File: src/hdl/tcc_pkg.sv
package tcc_pkg;

  // Register map (8-bit data, byte-wide registers).
  localparam logic [3:0] ADDR_CTRL_ONE = 4'h0;
  localparam logic [3:0] ADDR_CTRL_TWO = 4'h1;
  localparam logic [3:0] ADDR_FLAGS = 4'h2;
  localparam logic [3:0] ADDR_CAP1_HI = 4'h3;
  localparam logic [3:0] ADDR_CAP1_LO = 4'h4;
  localparam logic [3:0] ADDR_CMP1_HI = 4'h5;
  localparam logic [3:0] ADDR_CMP1_LO = 4'h6;
  localparam logic [3:0] ADDR_CNT_HI = 4'h7;
  localparam logic [3:0] ADDR_CNT_LO = 4'h8;
  localparam logic [3:0] ADDR_CAP2_HI = 4'h9;
  localparam logic [3:0] ADDR_CAP2_LO = 4'hA;
  localparam logic [3:0] ADDR_CMP2_HI = 4'hB;
  localparam logic [3:0] ADDR_CMP2_LO = 4'hC;

  // Control register one fields.
  localparam int C1_CAP_IE = 7;
  localparam int C1_CMP_IE = 6;
  localparam int C1_LEVEL2 = 5;
  localparam int C1_EDGE1 = 4;
  localparam int C1_LEVEL1 = 3;
  localparam int C1_FORCE2 = 2;
  localparam int C1_FORCE1 = 1;

  // Control register two fields.
  localparam int C2_PIN_EN1 = 7;
  localparam int C2_PIN_EN2 = 6;
  localparam int C2_SINGLE = 5;
  localparam int C2_PWM = 4;
  localparam int C2_CLK_HI = 3;
  localparam int C2_CLK_LO = 2;
  localparam int C2_EDGE2 = 1;

  // Flags register fields.
  localparam int F_CAP1 = 7;
  localparam int F_CMP1 = 6;
  localparam int F_CAP2 = 5;
  localparam int F_CMP2 = 4;

  localparam logic [15:0] CNT_RESET = 16'hFFFC;
  localparam logic [15:0] CMP_RESET = 16'h8000;
  localparam logic [1:0] CLK_EXTERNAL = 2'h3;

  typedef enum logic [1:0] {
    TCC_DIV2 = 2'b00,
    TCC_DIV4 = 2'b01,
    TCC_DIV8 = 2'b10,
    TCC_EXT = 2'b11
  } tcc_clksel_t;

  typedef struct packed {
    logic [3:0] addr;
    logic [7:0] wdata;
    logic wr;
    logic rd;
  } tcc_bus_t;

endpackage

File: src/hdl/tcc_top.sv
`timescale 1ns/10ps
// Functional notes
// - Capture copies counter on selected pin edge.
// - Edge select bits in control one, two.
// - Capture sets flag; interrupt gated, stays pending.
// - One capture enable gates both channels.
// - Capture flag cleared: flags read, low access.
// - High byte read blocks capture until low.
// - Newest capture overwrites the previous value.
// - Pulse modes leave capture two working; single-pulse also keeps compare two flag.
// - Capture pins always feed capture logic.
// - Compare match sets flag, pin, interrupt.
// - Compare pin latch low during reset.
// - Compare registers software-only, reset 8000h.
// - Compare flag cleared: flags read, low access.
// - High byte write inhibits compare until low.
// - Disabled pin: no level, interrupt still possible.
// - Flag and pin asserted while counter equals.
// - Force bit copies level, no flag, no irq.
// - Force bits ignored in pulse modes.
// - Single-pulse select takes capture one, compare one.
// - Counter resets and reloads to FFFCh.
// - Timer clock divides by 2, 4, 8 or external.
module tcc_top (
  input wire logic clk_i,
  input wire logic reset_i,
  input wire tcc_pkg::tcc_bus_t bus_i,
  output logic [7:0] rdata_o,
  input wire logic cpu_mask_i,
  input wire logic ext_clk_i,
  input wire logic capture_pin_one_i,
  input wire logic capture_pin_two_i,
  output logic compare_pin_one_o,
  output logic compare_pin_two_o,
  output logic compare_pin_one_oe_o,
  output logic compare_pin_two_oe_o,
  output logic irq_o
);

  logic [7:0] ctrl1_q;
  logic [7:0] ctrl2_q;
  logic [15:0] cnt_q;
  logic [2:0] pre_q;
  logic [2:0] ext_q;
  logic tick;
  logic [1:0] syn1_q;
  logic [1:0] syn2_q;
  logic [1:0] prev_q;
  logic [1:0] edge_hit;
  logic [15:0] cap_q [2];
  logic [1:0] cap_lock_q;
  logic [15:0] cmp_q [2];
  logic [1:0] cmp_inh_q;
  logic [1:0] cap_flag_q;
  logic [1:0] cmp_flag_q;
  logic [1:0] cap_armed_q;
  logic [1:0] cmp_armed_q;
  logic [1:0] match;
  logic [1:0] pin_q;
  logic pulse_mode;
  logic [1:0] cap_low_acc;
  logic [1:0] cmp_low_acc;
  logic flags_rd;
  logic [7:0] flags;
  logic [7:0] cnt_lo_buf_q;
  logic cnt_buf_q;

  function automatic logic hit(input logic [3:0] a, input logic [3:0] t,
                               input logic s);
    hit = s && (a == t);
  endfunction

  assign pulse_mode = ctrl2_q[tcc_pkg::C2_SINGLE] | ctrl2_q[tcc_pkg::C2_PWM];
  assign flags_rd = hit(bus_i.addr, tcc_pkg::ADDR_FLAGS, bus_i.rd);
  assign cap_low_acc[0] = hit(bus_i.addr, tcc_pkg::ADDR_CAP1_LO,
                              bus_i.rd | bus_i.wr);
  assign cap_low_acc[1] = hit(bus_i.addr, tcc_pkg::ADDR_CAP2_LO,
                              bus_i.rd | bus_i.wr);
  assign cmp_low_acc[0] = hit(bus_i.addr, tcc_pkg::ADDR_CMP1_LO,
                              bus_i.rd | bus_i.wr);
  assign cmp_low_acc[1] = hit(bus_i.addr, tcc_pkg::ADDR_CMP2_LO,
                              bus_i.rd | bus_i.wr);
  assign flags = {cap_flag_q[0], cmp_flag_q[0], cap_flag_q[1],
                  cmp_flag_q[1], 4'h0};

  ////////////////////////////////////////////////////////////////////////////
  // Control registers.

  always_ff @(posedge clk_i)
  begin
    if (reset_i)
    begin
      ctrl1_q <= 8'h00;
      ctrl2_q <= 8'h00;
    end
    else
    begin
      // Force bits act once, even under back-to-back writes elsewhere.
      if (bus_i.wr && bus_i.addr == tcc_pkg::ADDR_CTRL_ONE)
        ctrl1_q <= bus_i.wdata;
      else
      begin
        ctrl1_q[tcc_pkg::C1_FORCE1] <= 1'b0;
        ctrl1_q[tcc_pkg::C1_FORCE2] <= 1'b0;
      end
      if (bus_i.wr && bus_i.addr == tcc_pkg::ADDR_CTRL_TWO)
        ctrl2_q <= bus_i.wdata;
    end
  end

  ////////////////////////////////////////////////////////////////////////////
  // Prescaler and free-running counter.

  always_ff @(posedge clk_i)
  begin
    if (reset_i)
    begin
      pre_q <= 3'h0;
      ext_q <= 3'h0;
    end
    else
    begin
      pre_q <= pre_q + 3'h1;
      ext_q <= {ext_q[1:0], ext_clk_i};
    end
  end

  always_comb
  begin
    case (tcc_pkg::tcc_clksel_t'(ctrl2_q[tcc_pkg::C2_CLK_HI:
                                         tcc_pkg::C2_CLK_LO]))
      tcc_pkg::TCC_DIV2: tick = pre_q[0];
      tcc_pkg::TCC_DIV4: tick = &pre_q[1:0];
      tcc_pkg::TCC_DIV8: tick = &pre_q;
      tcc_pkg::TCC_EXT: tick = ext_q[1] & ~ext_q[2];
      default: tick = 1'b0;
    endcase
  end

  always_ff @(posedge clk_i)
  begin
    if (reset_i)
      cnt_q <= tcc_pkg::CNT_RESET;
    else if (bus_i.wr && bus_i.addr == tcc_pkg::ADDR_CNT_LO)
      cnt_q <= tcc_pkg::CNT_RESET;
    else if (tick)
      cnt_q <= cnt_q + 16'h0001;
  end

  // Counter low byte is buffered on a high-byte read for a coherent pair.
  always_ff @(posedge clk_i)
  begin
    if (reset_i)
    begin
      cnt_buf_q <= 1'b0;
      cnt_lo_buf_q <= 8'h00;
    end
    else if (hit(bus_i.addr, tcc_pkg::ADDR_CNT_HI, bus_i.rd) && !cnt_buf_q)
    begin
      cnt_buf_q <= 1'b1;
      cnt_lo_buf_q <= cnt_q[7:0];
    end
    else if (hit(bus_i.addr, tcc_pkg::ADDR_CNT_LO, bus_i.rd))
      cnt_buf_q <= 1'b0;
  end

  ////////////////////////////////////////////////////////////////////////////
  // Input capture.

  // No reset: the chain follows the pins through reset, so a pin that
  // idles high gives no false edge when reset is released.
  always_ff @(posedge clk_i)
  begin
    // The pins feed this path whatever their direction.
    syn1_q <= {capture_pin_two_i, capture_pin_one_i};
    syn2_q <= syn1_q;
    prev_q <= syn2_q;
  end

  // Edges are taken on the system clock so none is missed between ticks.
  assign edge_hit[0] = ctrl1_q[tcc_pkg::C1_EDGE1] ? (syn2_q[0] & ~prev_q[0])
                       : (~syn2_q[0] & prev_q[0]);
  assign edge_hit[1] = ctrl2_q[tcc_pkg::C2_EDGE2] ? (syn2_q[1] & ~prev_q[1])
                       : (~syn2_q[1] & prev_q[1]);

  logic [1:0] cap_ev;
  assign cap_ev[0] = edge_hit[0] & ~cap_lock_q[0] & ~pulse_mode;
  assign cap_ev[1] = edge_hit[1] & ~cap_lock_q[1];

  always_ff @(posedge clk_i)
  begin
    if (reset_i)
    begin
      cap_q[0] <= 16'h0000;
      cap_q[1] <= 16'h0000;
      cap_lock_q <= 2'b00;
    end
    else
    begin
      for (int i = 0; i < 2; i++)
      begin
        if (cap_ev[i])
          cap_q[i] <= cnt_q;
      end
      if (hit(bus_i.addr, tcc_pkg::ADDR_CAP1_HI, bus_i.rd))
        cap_lock_q[0] <= 1'b1;
      else if (hit(bus_i.addr, tcc_pkg::ADDR_CAP1_LO, bus_i.rd))
        cap_lock_q[0] <= 1'b0;
      if (hit(bus_i.addr, tcc_pkg::ADDR_CAP2_HI, bus_i.rd))
        cap_lock_q[1] <= 1'b1;
      else if (hit(bus_i.addr, tcc_pkg::ADDR_CAP2_LO, bus_i.rd))
        cap_lock_q[1] <= 1'b0;
    end
  end

  ////////////////////////////////////////////////////////////////////////////
  // Output compare.

  always_ff @(posedge clk_i)
  begin
    if (reset_i)
    begin
      cmp_q[0] <= tcc_pkg::CMP_RESET;
      cmp_q[1] <= tcc_pkg::CMP_RESET;
      cmp_inh_q <= 2'b00;
    end
    else if (bus_i.wr)
    begin
      case (bus_i.addr)
        tcc_pkg::ADDR_CMP1_HI:
        begin
          cmp_q[0][15:8] <= bus_i.wdata;
          cmp_inh_q[0] <= 1'b1;
        end
        tcc_pkg::ADDR_CMP1_LO:
        begin
          cmp_q[0][7:0] <= bus_i.wdata;
          cmp_inh_q[0] <= 1'b0;
        end
        tcc_pkg::ADDR_CMP2_HI:
        begin
          cmp_q[1][15:8] <= bus_i.wdata;
          cmp_inh_q[1] <= 1'b1;
        end
        tcc_pkg::ADDR_CMP2_LO:
        begin
          cmp_q[1][7:0] <= bus_i.wdata;
          cmp_inh_q[1] <= 1'b0;
        end
        default: cmp_inh_q <= cmp_inh_q;
      endcase
    end
  end

  // Match holds for every system cycle the counter equals the value.
  assign match[0] = (cnt_q == cmp_q[0]) & ~cmp_inh_q[0];
  assign match[1] = (cnt_q == cmp_q[1]) & ~cmp_inh_q[1];

  always_ff @(posedge clk_i)
  begin
    if (reset_i)
      pin_q <= 2'b00;
    else
    begin
      if (!pulse_mode && ctrl1_q[tcc_pkg::C1_FORCE1])
        pin_q[0] <= ctrl1_q[tcc_pkg::C1_LEVEL1];
      else if (match[0] && !pulse_mode)
        pin_q[0] <= ctrl1_q[tcc_pkg::C1_LEVEL1];
      if (!pulse_mode && ctrl1_q[tcc_pkg::C1_FORCE2])
        pin_q[1] <= ctrl1_q[tcc_pkg::C1_LEVEL2];
      else if (match[1] && !pulse_mode)
        pin_q[1] <= ctrl1_q[tcc_pkg::C1_LEVEL2];
    end
  end

  always_ff @(posedge clk_i)
  begin
    if (reset_i)
    begin
      compare_pin_one_o <= 1'b0;
      compare_pin_two_o <= 1'b0;
      compare_pin_one_oe_o <= 1'b0;
      compare_pin_two_oe_o <= 1'b0;
    end
    else
    begin
      compare_pin_one_o <= pin_q[0];
      compare_pin_two_o <= pin_q[1];
      compare_pin_one_oe_o <= ctrl2_q[tcc_pkg::C2_PIN_EN1];
      compare_pin_two_oe_o <= ctrl2_q[tcc_pkg::C2_PIN_EN2];
    end
  end

  ////////////////////////////////////////////////////////////////////////////
  // Flags: a set in the clearing cycle wins.

  logic [1:0] cmp_set;
  assign cmp_set[0] = match[0] & ~ctrl2_q[tcc_pkg::C2_SINGLE]
                      & ~ctrl2_q[tcc_pkg::C2_PWM];
  assign cmp_set[1] = match[1] & ~ctrl2_q[tcc_pkg::C2_PWM];

  always_ff @(posedge clk_i)
  begin
    if (reset_i)
    begin
      cap_flag_q <= 2'b00;
      cmp_flag_q <= 2'b00;
      cap_armed_q <= 2'b00;
      cmp_armed_q <= 2'b00;
    end
    else
    begin
      for (int i = 0; i < 2; i++)
      begin
        if (cap_ev[i])
          cap_flag_q[i] <= 1'b1;
        else if (cap_armed_q[i] && cap_low_acc[i])
          cap_flag_q[i] <= 1'b0;
        if (cmp_set[i])
          cmp_flag_q[i] <= 1'b1;
        else if (cmp_armed_q[i] && cmp_low_acc[i])
          cmp_flag_q[i] <= 1'b0;
        if (flags_rd && cap_flag_q[i])
          cap_armed_q[i] <= 1'b1;
        else if (cap_low_acc[i])
          cap_armed_q[i] <= 1'b0;
        if (flags_rd && cmp_flag_q[i])
          cmp_armed_q[i] <= 1'b1;
        else if (cmp_low_acc[i])
          cmp_armed_q[i] <= 1'b0;
      end
    end
  end

  always_ff @(posedge clk_i)
  begin
    if (reset_i)
      irq_o <= 1'b0;
    else
      irq_o <= !cpu_mask_i &&
               ((ctrl1_q[tcc_pkg::C1_CAP_IE] && |cap_flag_q) ||
                (ctrl1_q[tcc_pkg::C1_CMP_IE] && |cmp_flag_q));
  end

  ////////////////////////////////////////////////////////////////////////////
  // Read data, valid the cycle after the strobe; unmapped reads return zero.

  always_ff @(posedge clk_i)
  begin
    if (reset_i)
      rdata_o <= 8'h00;
    else if (bus_i.rd)
    begin
      case (bus_i.addr)
        tcc_pkg::ADDR_CTRL_ONE: rdata_o <= ctrl1_q;
        tcc_pkg::ADDR_CTRL_TWO: rdata_o <= ctrl2_q;
        tcc_pkg::ADDR_FLAGS: rdata_o <= flags;
        tcc_pkg::ADDR_CAP1_HI: rdata_o <= cap_q[0][15:8];
        tcc_pkg::ADDR_CAP1_LO: rdata_o <= cap_q[0][7:0];
        tcc_pkg::ADDR_CAP2_HI: rdata_o <= cap_q[1][15:8];
        tcc_pkg::ADDR_CAP2_LO: rdata_o <= cap_q[1][7:0];
        tcc_pkg::ADDR_CMP1_HI: rdata_o <= cmp_q[0][15:8];
        tcc_pkg::ADDR_CMP1_LO: rdata_o <= cmp_q[0][7:0];
        tcc_pkg::ADDR_CMP2_HI: rdata_o <= cmp_q[1][15:8];
        tcc_pkg::ADDR_CMP2_LO: rdata_o <= cmp_q[1][7:0];
        tcc_pkg::ADDR_CNT_HI: rdata_o <= cnt_q[15:8];
        tcc_pkg::ADDR_CNT_LO: rdata_o <= cnt_buf_q ? cnt_lo_buf_q : cnt_q[7:0];
        default: rdata_o <= 8'h00;
      endcase
    end
    else
      rdata_o <= 8'h00;
  end

  ////////////////////////////////////////////////////////////////////////////
  // Checks.

  AST_CAP_LOAD: assert property (@(posedge clk_i)
    disable iff (reset_i) cap_ev[1] |=> cap_q[1] == $past(cnt_q))
    else $error("capture two did not load counter");
  AST_CAP_LOCK: assert property (@(posedge clk_i)
    disable iff (reset_i) cap_lock_q[1] |=> $stable(cap_q[1]))
    else $error("capture while locked");
  AST_CAP1_PULSE: assert property (@(posedge clk_i)
    disable iff (reset_i) pulse_mode && edge_hit[0] |=> $stable(cap_q[0]))
    else $error("capture one active in pulse mode");
  AST_CAP_FLAG: assert property (@(posedge clk_i)
    disable iff (reset_i) cap_ev[0] |=> cap_flag_q[0])
    else $error("capture flag not set");
  AST_CAP_CLR: assert property (@(posedge clk_i)
    disable iff (reset_i)
    !cap_armed_q[0] && !cap_ev[0] && cap_flag_q[0] |=> cap_flag_q[0])
    else $error("capture flag cleared without flags read");
  AST_CMP_INH: assert property (@(posedge clk_i)
    disable iff (reset_i)
    bus_i.wr && bus_i.addr == tcc_pkg::ADDR_CMP1_HI |=> !match[0])
    else $error("compare not inhibited");
  AST_CMP_FLAG: assert property (@(posedge clk_i)
    disable iff (reset_i) match[1] && !pulse_mode |=> cmp_flag_q[1])
    else $error("compare flag not set");
  AST_IRQ: assert property (@(posedge clk_i)
    disable iff (reset_i) cpu_mask_i |=> !irq_o)
    else $error("interrupt while masked");
  AST_CNT_LOAD: assert property (@(posedge clk_i)
    disable iff (reset_i)
    bus_i.wr && bus_i.addr == tcc_pkg::ADDR_CNT_LO |=>
    cnt_q == tcc_pkg::CNT_RESET)
    else $error("counter not reloaded");
  AST_PIN_RESET: assert property (@(posedge clk_i)
    reset_i |=> !compare_pin_one_o && !compare_pin_two_o)
    else $error("compare pin not low after reset");

endmodule

File: config.mk
export PLATFORM = sky130hd
export DESIGN_NAME = tcc_top
export DESIGN_NICKNAME = d
export VERILOG_FILES = /design/src/hdl/tcc_pkg.sv /design/src/hdl/tcc_top.sv
export SDC_FILE = /design/constraint.sdc
export NUM_CORES = 1
export LEC_CHECK = 0
export BUFFER_PORTS_ARGS = -buffer_cell sky130_fd_sc_hd__buf_2
export CAP_MARGIN = 20
export CORE_UTILIZATION = 26
export DETAILED_ROUTE_END_ITERATION = 8
export SLEW_MARGIN = 20
export SYNTH_ARGS = -nofsm -noshare
export SYNTH_HDL_FRONTEND = slang
export SYNTH_SLANG_ARGS = --single-unit
File: constraint.sdc
create_clock -name clk_i -period 5.85 [get_ports clk_i]
set_clock_uncertainty 0.15 [all_clocks]
set_input_delay 0.8775 -clock clk_i [delete_from_list [all_inputs] [get_ports clk_i]]
set_output_delay 0.8775 -clock clk_i [all_outputs]
set_load 0.02 [all_outputs]
==> Implementation_results.wiki <==
{| class="wikitable"
! Metric !! Value
|-
| Crit path capture || cmp_q[0][15]
|-
| Count of fill cells added during filler insertion || around 2600
|-
| Vias || just under 5000
|-
| Number of flops mapped to enable cells by yosys || 64
|-
| I/O pin count || 33
|-
| Layout cells sized above 1 || 0.147
|-
| Final sum of negative setup slack || 0 ns
|-
| Count of max-cap constraint violations || 0
|-
| Post-CTS setup buffer count || 0
|-
| Final core utilization || 0.305
|-
| Largest net degree at the start of global routing || 45
|-
| Crit path buffers/inverters || 1
|-
| Clock sinks || 144
|-
| Crit path depth || 6
|-
| Final GP Congestion || about 0.97
|-
| Signal arrival time at the worst endpoint || roughly 3 ns
|-
| IR Drop Worst-Case VDD || 0.156 mV
|-
| CTS root buf || clkbuf_16
|-
| FP Rows || 58
|-
| Startpoint kind of the worst setup timing path || primary input
|-
| Worst R2R Start || cnt_q[1]
|-
| CP peak stage delay || about 0.61 ns
|-
| Setup repair after global routing missed its margin || false
|-
| Number of buffers created by CTS || 17
|-
| Total inserted antenna cells || 0
|-
| Number of I/O port buffers || 32
|-
| Unique cell type count in the Yosys netlist || 64
|-
| CTS tree || done
|-
| Register-to-register setup slack || approximately 3.7 ns
|-
| Reg-to-reg endpoint || cmp_flag_q[1]
|-
| Syn-to-layout area delta || 14.9%
|-
| Number of warning messages in the yosys log || 0
|-
| Number of levels in the clock H-tree || 4
|-
| Result of the run || complete, no violations
|-
| Most frequent standard cell in the layout excluding fill and tap cells || dfxtp_1
|-
| Critical path class || primary input to flop
|-
| Syn Inst Count || between 600 and 700
|-
| Global route total overflow || 0
|-
| Placeable Area || between 20000 and 30000 µm²
|-
| Die area || between 20000 and 30000 µm²
|-
| Aggregate global-route resource usage || 0.152
|-
| DRC violation count after routing || 0
|-
| Detailed Route Iter0 Violations || between 400 and 500
|-
| Cell breakdown of the critical path || buf_2, nor2b_1, and2_1, a21oi_2, nor3b_4, nand2b_1
|-
| Family of cells with the greatest summed delay on the critical path || simple AND/OR/NAND/NOR gates
|-
| Primary flip-flop cell chosen by synthesis mapping || dfxtp_1
|-
| Worst slew margin || 0.371
|-
| Count of endpoints failing hold in the final timing report || 0
|-
| Overall routed net length || 19500 µm
|-
| Worst Setup End Kind || flop
|-
| Wire length of the first global-routing pass || about 29000 µm
|-
| Critical path origin || bus_i[12]
|-
| Count of nets left with antenna violations after detail routing || 0
|-
| DIE WIDTH || around 160 µm
|-
| Count of state elements after synthesis || between 100 and 150
|-
| Sequential element share of the synthesized area || 0.525
|-
| Hold wc startpoint || syn1_q[0]
|-
| Via count of the first global-routing pass || between 4000 and 5000
|-
| Actual transition at the worst max-transition pin || around 0.94 ns
|-
| Mean cell area of the mapped netlist || between 10 and 15 µm²
|-
| Power density of the placed cells || approximately 320 nW/µm²
|-
| Final cycle utilization of the critical path || 0.518
|-
| Highest-count cells in the layout ignoring fill and taps || 80 x dfxtp_1, 64 x edfxtp_1, 58 x nor2_1, 46 x mux2i_1, 36 x nand2_1
|-
| Cell area after synthesis || 6710 µm²
|-
| Vias per cell || about 5.1
|-
| Number of failing setup endpoints in the final timing report || 0
|-
| Hold Crit Class || flop to flop
|-
| Maximum achievable frequency || between 300 and 400 MHz
|-
| Register clock-pin slew on the reported worst setup and hold paths || around 0.060 ns
|-
| Clk Latency, worst-skew pair || 0.42 ns
|-
| HPWL reported at the end of detailed placement || 13900 µm
|-
| Final routed wire length divided by cell count || roughly 20 µm
|-
| Maximum clock path buffer count || 2
|-
| Starting Density || 0.266
|-
| Mapped Nets || 650
|-
| Final critical-path required period || about 3.0 ns
|-
| Chip Height || ~160 µm
|-
| Largest driver fanout on the critical path || 33
|-
| Total count of max-transition violations in the final report || 0
|-
| Detailed-routing iteration count for the pre-antenna-repair pass || 5
|-
| Share of synthesized flip-flops with an asynchronous set or reset || 0
|-
| Antenna violations before repair || 1
|-
| Data required time at the worst endpoint || approximately 5.9 ns
|-
| Net count of the finished layout || between 600 and 700
|-
| Resize count post-CTS || 0
|-
| Cells on worst reg2reg path || 5
|-
| Crit-path slowest cell || nor2b_1
|-
| # hold bufs at CTS || 0
|-
| Leakage || roughly 2.9 nW
|}
-- Yosys cell counts (5+ instances only) --
cell type  count  area [µm²]
mux2i_1       46         460
and3_1         9        56.3
clkbuf_1       9        33.8
nor3_1         9        45.0
nand2b_1      14        87.6
xor2_1        15         131
nor3b_1        6        45.0
and2_1        34         213
a21oi_1       24         120
buf_4          9        67.6
a21o_1         5        37.5
inv_1          5        18.8
nand2_1       36         135
nand3_1       19        95.1
xnor2_1       27         236
buf_2         19        95.1
edfxtp_1      64        1920
o21ai_0       14        70.1
dfxtp_1       80        1600
a22oi_1       11        82.6
nor2_1        58         218
nand3b_1       5        37.5
nor2b_1       20         125
nand4_1       11        68.8
mux2_2         9         101
-- worst register-to-register path: stages (launching register included) --
cell     delay (ns)
dfxtp_1        0.69
xnor2_1        0.21
nand4_1        0.11
nor3_1         0.44
or3b_1         0.39
a21oi_1        0.11
-- worst min-delay path by stage --
| stage | end | cells after the start |
|---|---|---|
| floorplan | syn2_q[0] | 0 |
| global placement | syn2_q[1] | 0 |
| detailed placement | syn2_q[0] | 0 |
| CTS | syn2_q[0] | 0 |
| global route | syn2_q[0] | 0 |
| finish | syn2_q[0] | 0 |
-- report_power, final --
group | internal (mW) | leakage, nW | switching, mW
Combinational | 0.0682 | 1.27 | 0.112
Sequential | 1.10 | 1.30 | 0.0430
Clock | 0.687 | 0.303 | 0.442
-- metal layers --
layer | wire [µm] | global-route usage
met2 | 8430 | 0.222
met3 | 1850 | 0.0448
met1 | 8670 | 0.208
met4 | 507 | 0.0586
met5 | 13 | 0
-- sequential cells by signal, indices dropped and copies added, names as in the netlist, 3 cells and up --
signal,count
cap_q,32
cmp_q,32
cnt_lo_buf_q,8
cnt_q,16
ctrl1_q,8
ctrl2_q,8
ext_q,3
pre_q,3
rdata_o,8
-- cell families after synthesis --
| family | Yosys count | synth area share |
|---|---|---|
| AOI/OAI and AO/OA | 89 | 0.0895 |
| DFF | 144 | 0.525 |
| buffers and inverters | 47 | 0.0362 |
| adders and majority gates | 3 | 0.00560 |
| muxes | 57 | 0.0905 |
| xor gates and xnor gates | 42 | 0.0548 |
| and+or+nand+nor | 245 | 0.198 |
-- per-stage QoR --
stage	std cells	cell area [µm²]	hold WS (ns)	power, mW	setup WS, ns
6_report	982	7710	0.175	2.46	2.82
5_1_grt	982	7710	0.191	2.53	2.73
4_1_cts	982	7710	0.178	2.47	2.90
3_5_place_dp	950	7080	0.164	1.34	2.47
3_3_place_gp	950	7080	0.163	1.35	2.52
2_1_floorplan	627	6710	0.160	1.28	3.44
-- area by class of cell --
type | instances | area (µm²) | share of cell area
sequential | 144 | 3520 | 0.457
tap | 330 | 413 | 0.0536
multi-input combinational | 436 | 2950 | 0.382
clock inverter | 7 | 53.8 | 0.00698
timing repair buffer | 35 | 183 | 0.0237
clock buffer | 25 | 572 | 0.0742
inverter | 5 | 18.8 | 0.00243
Power figures use the tool's default switching activity.
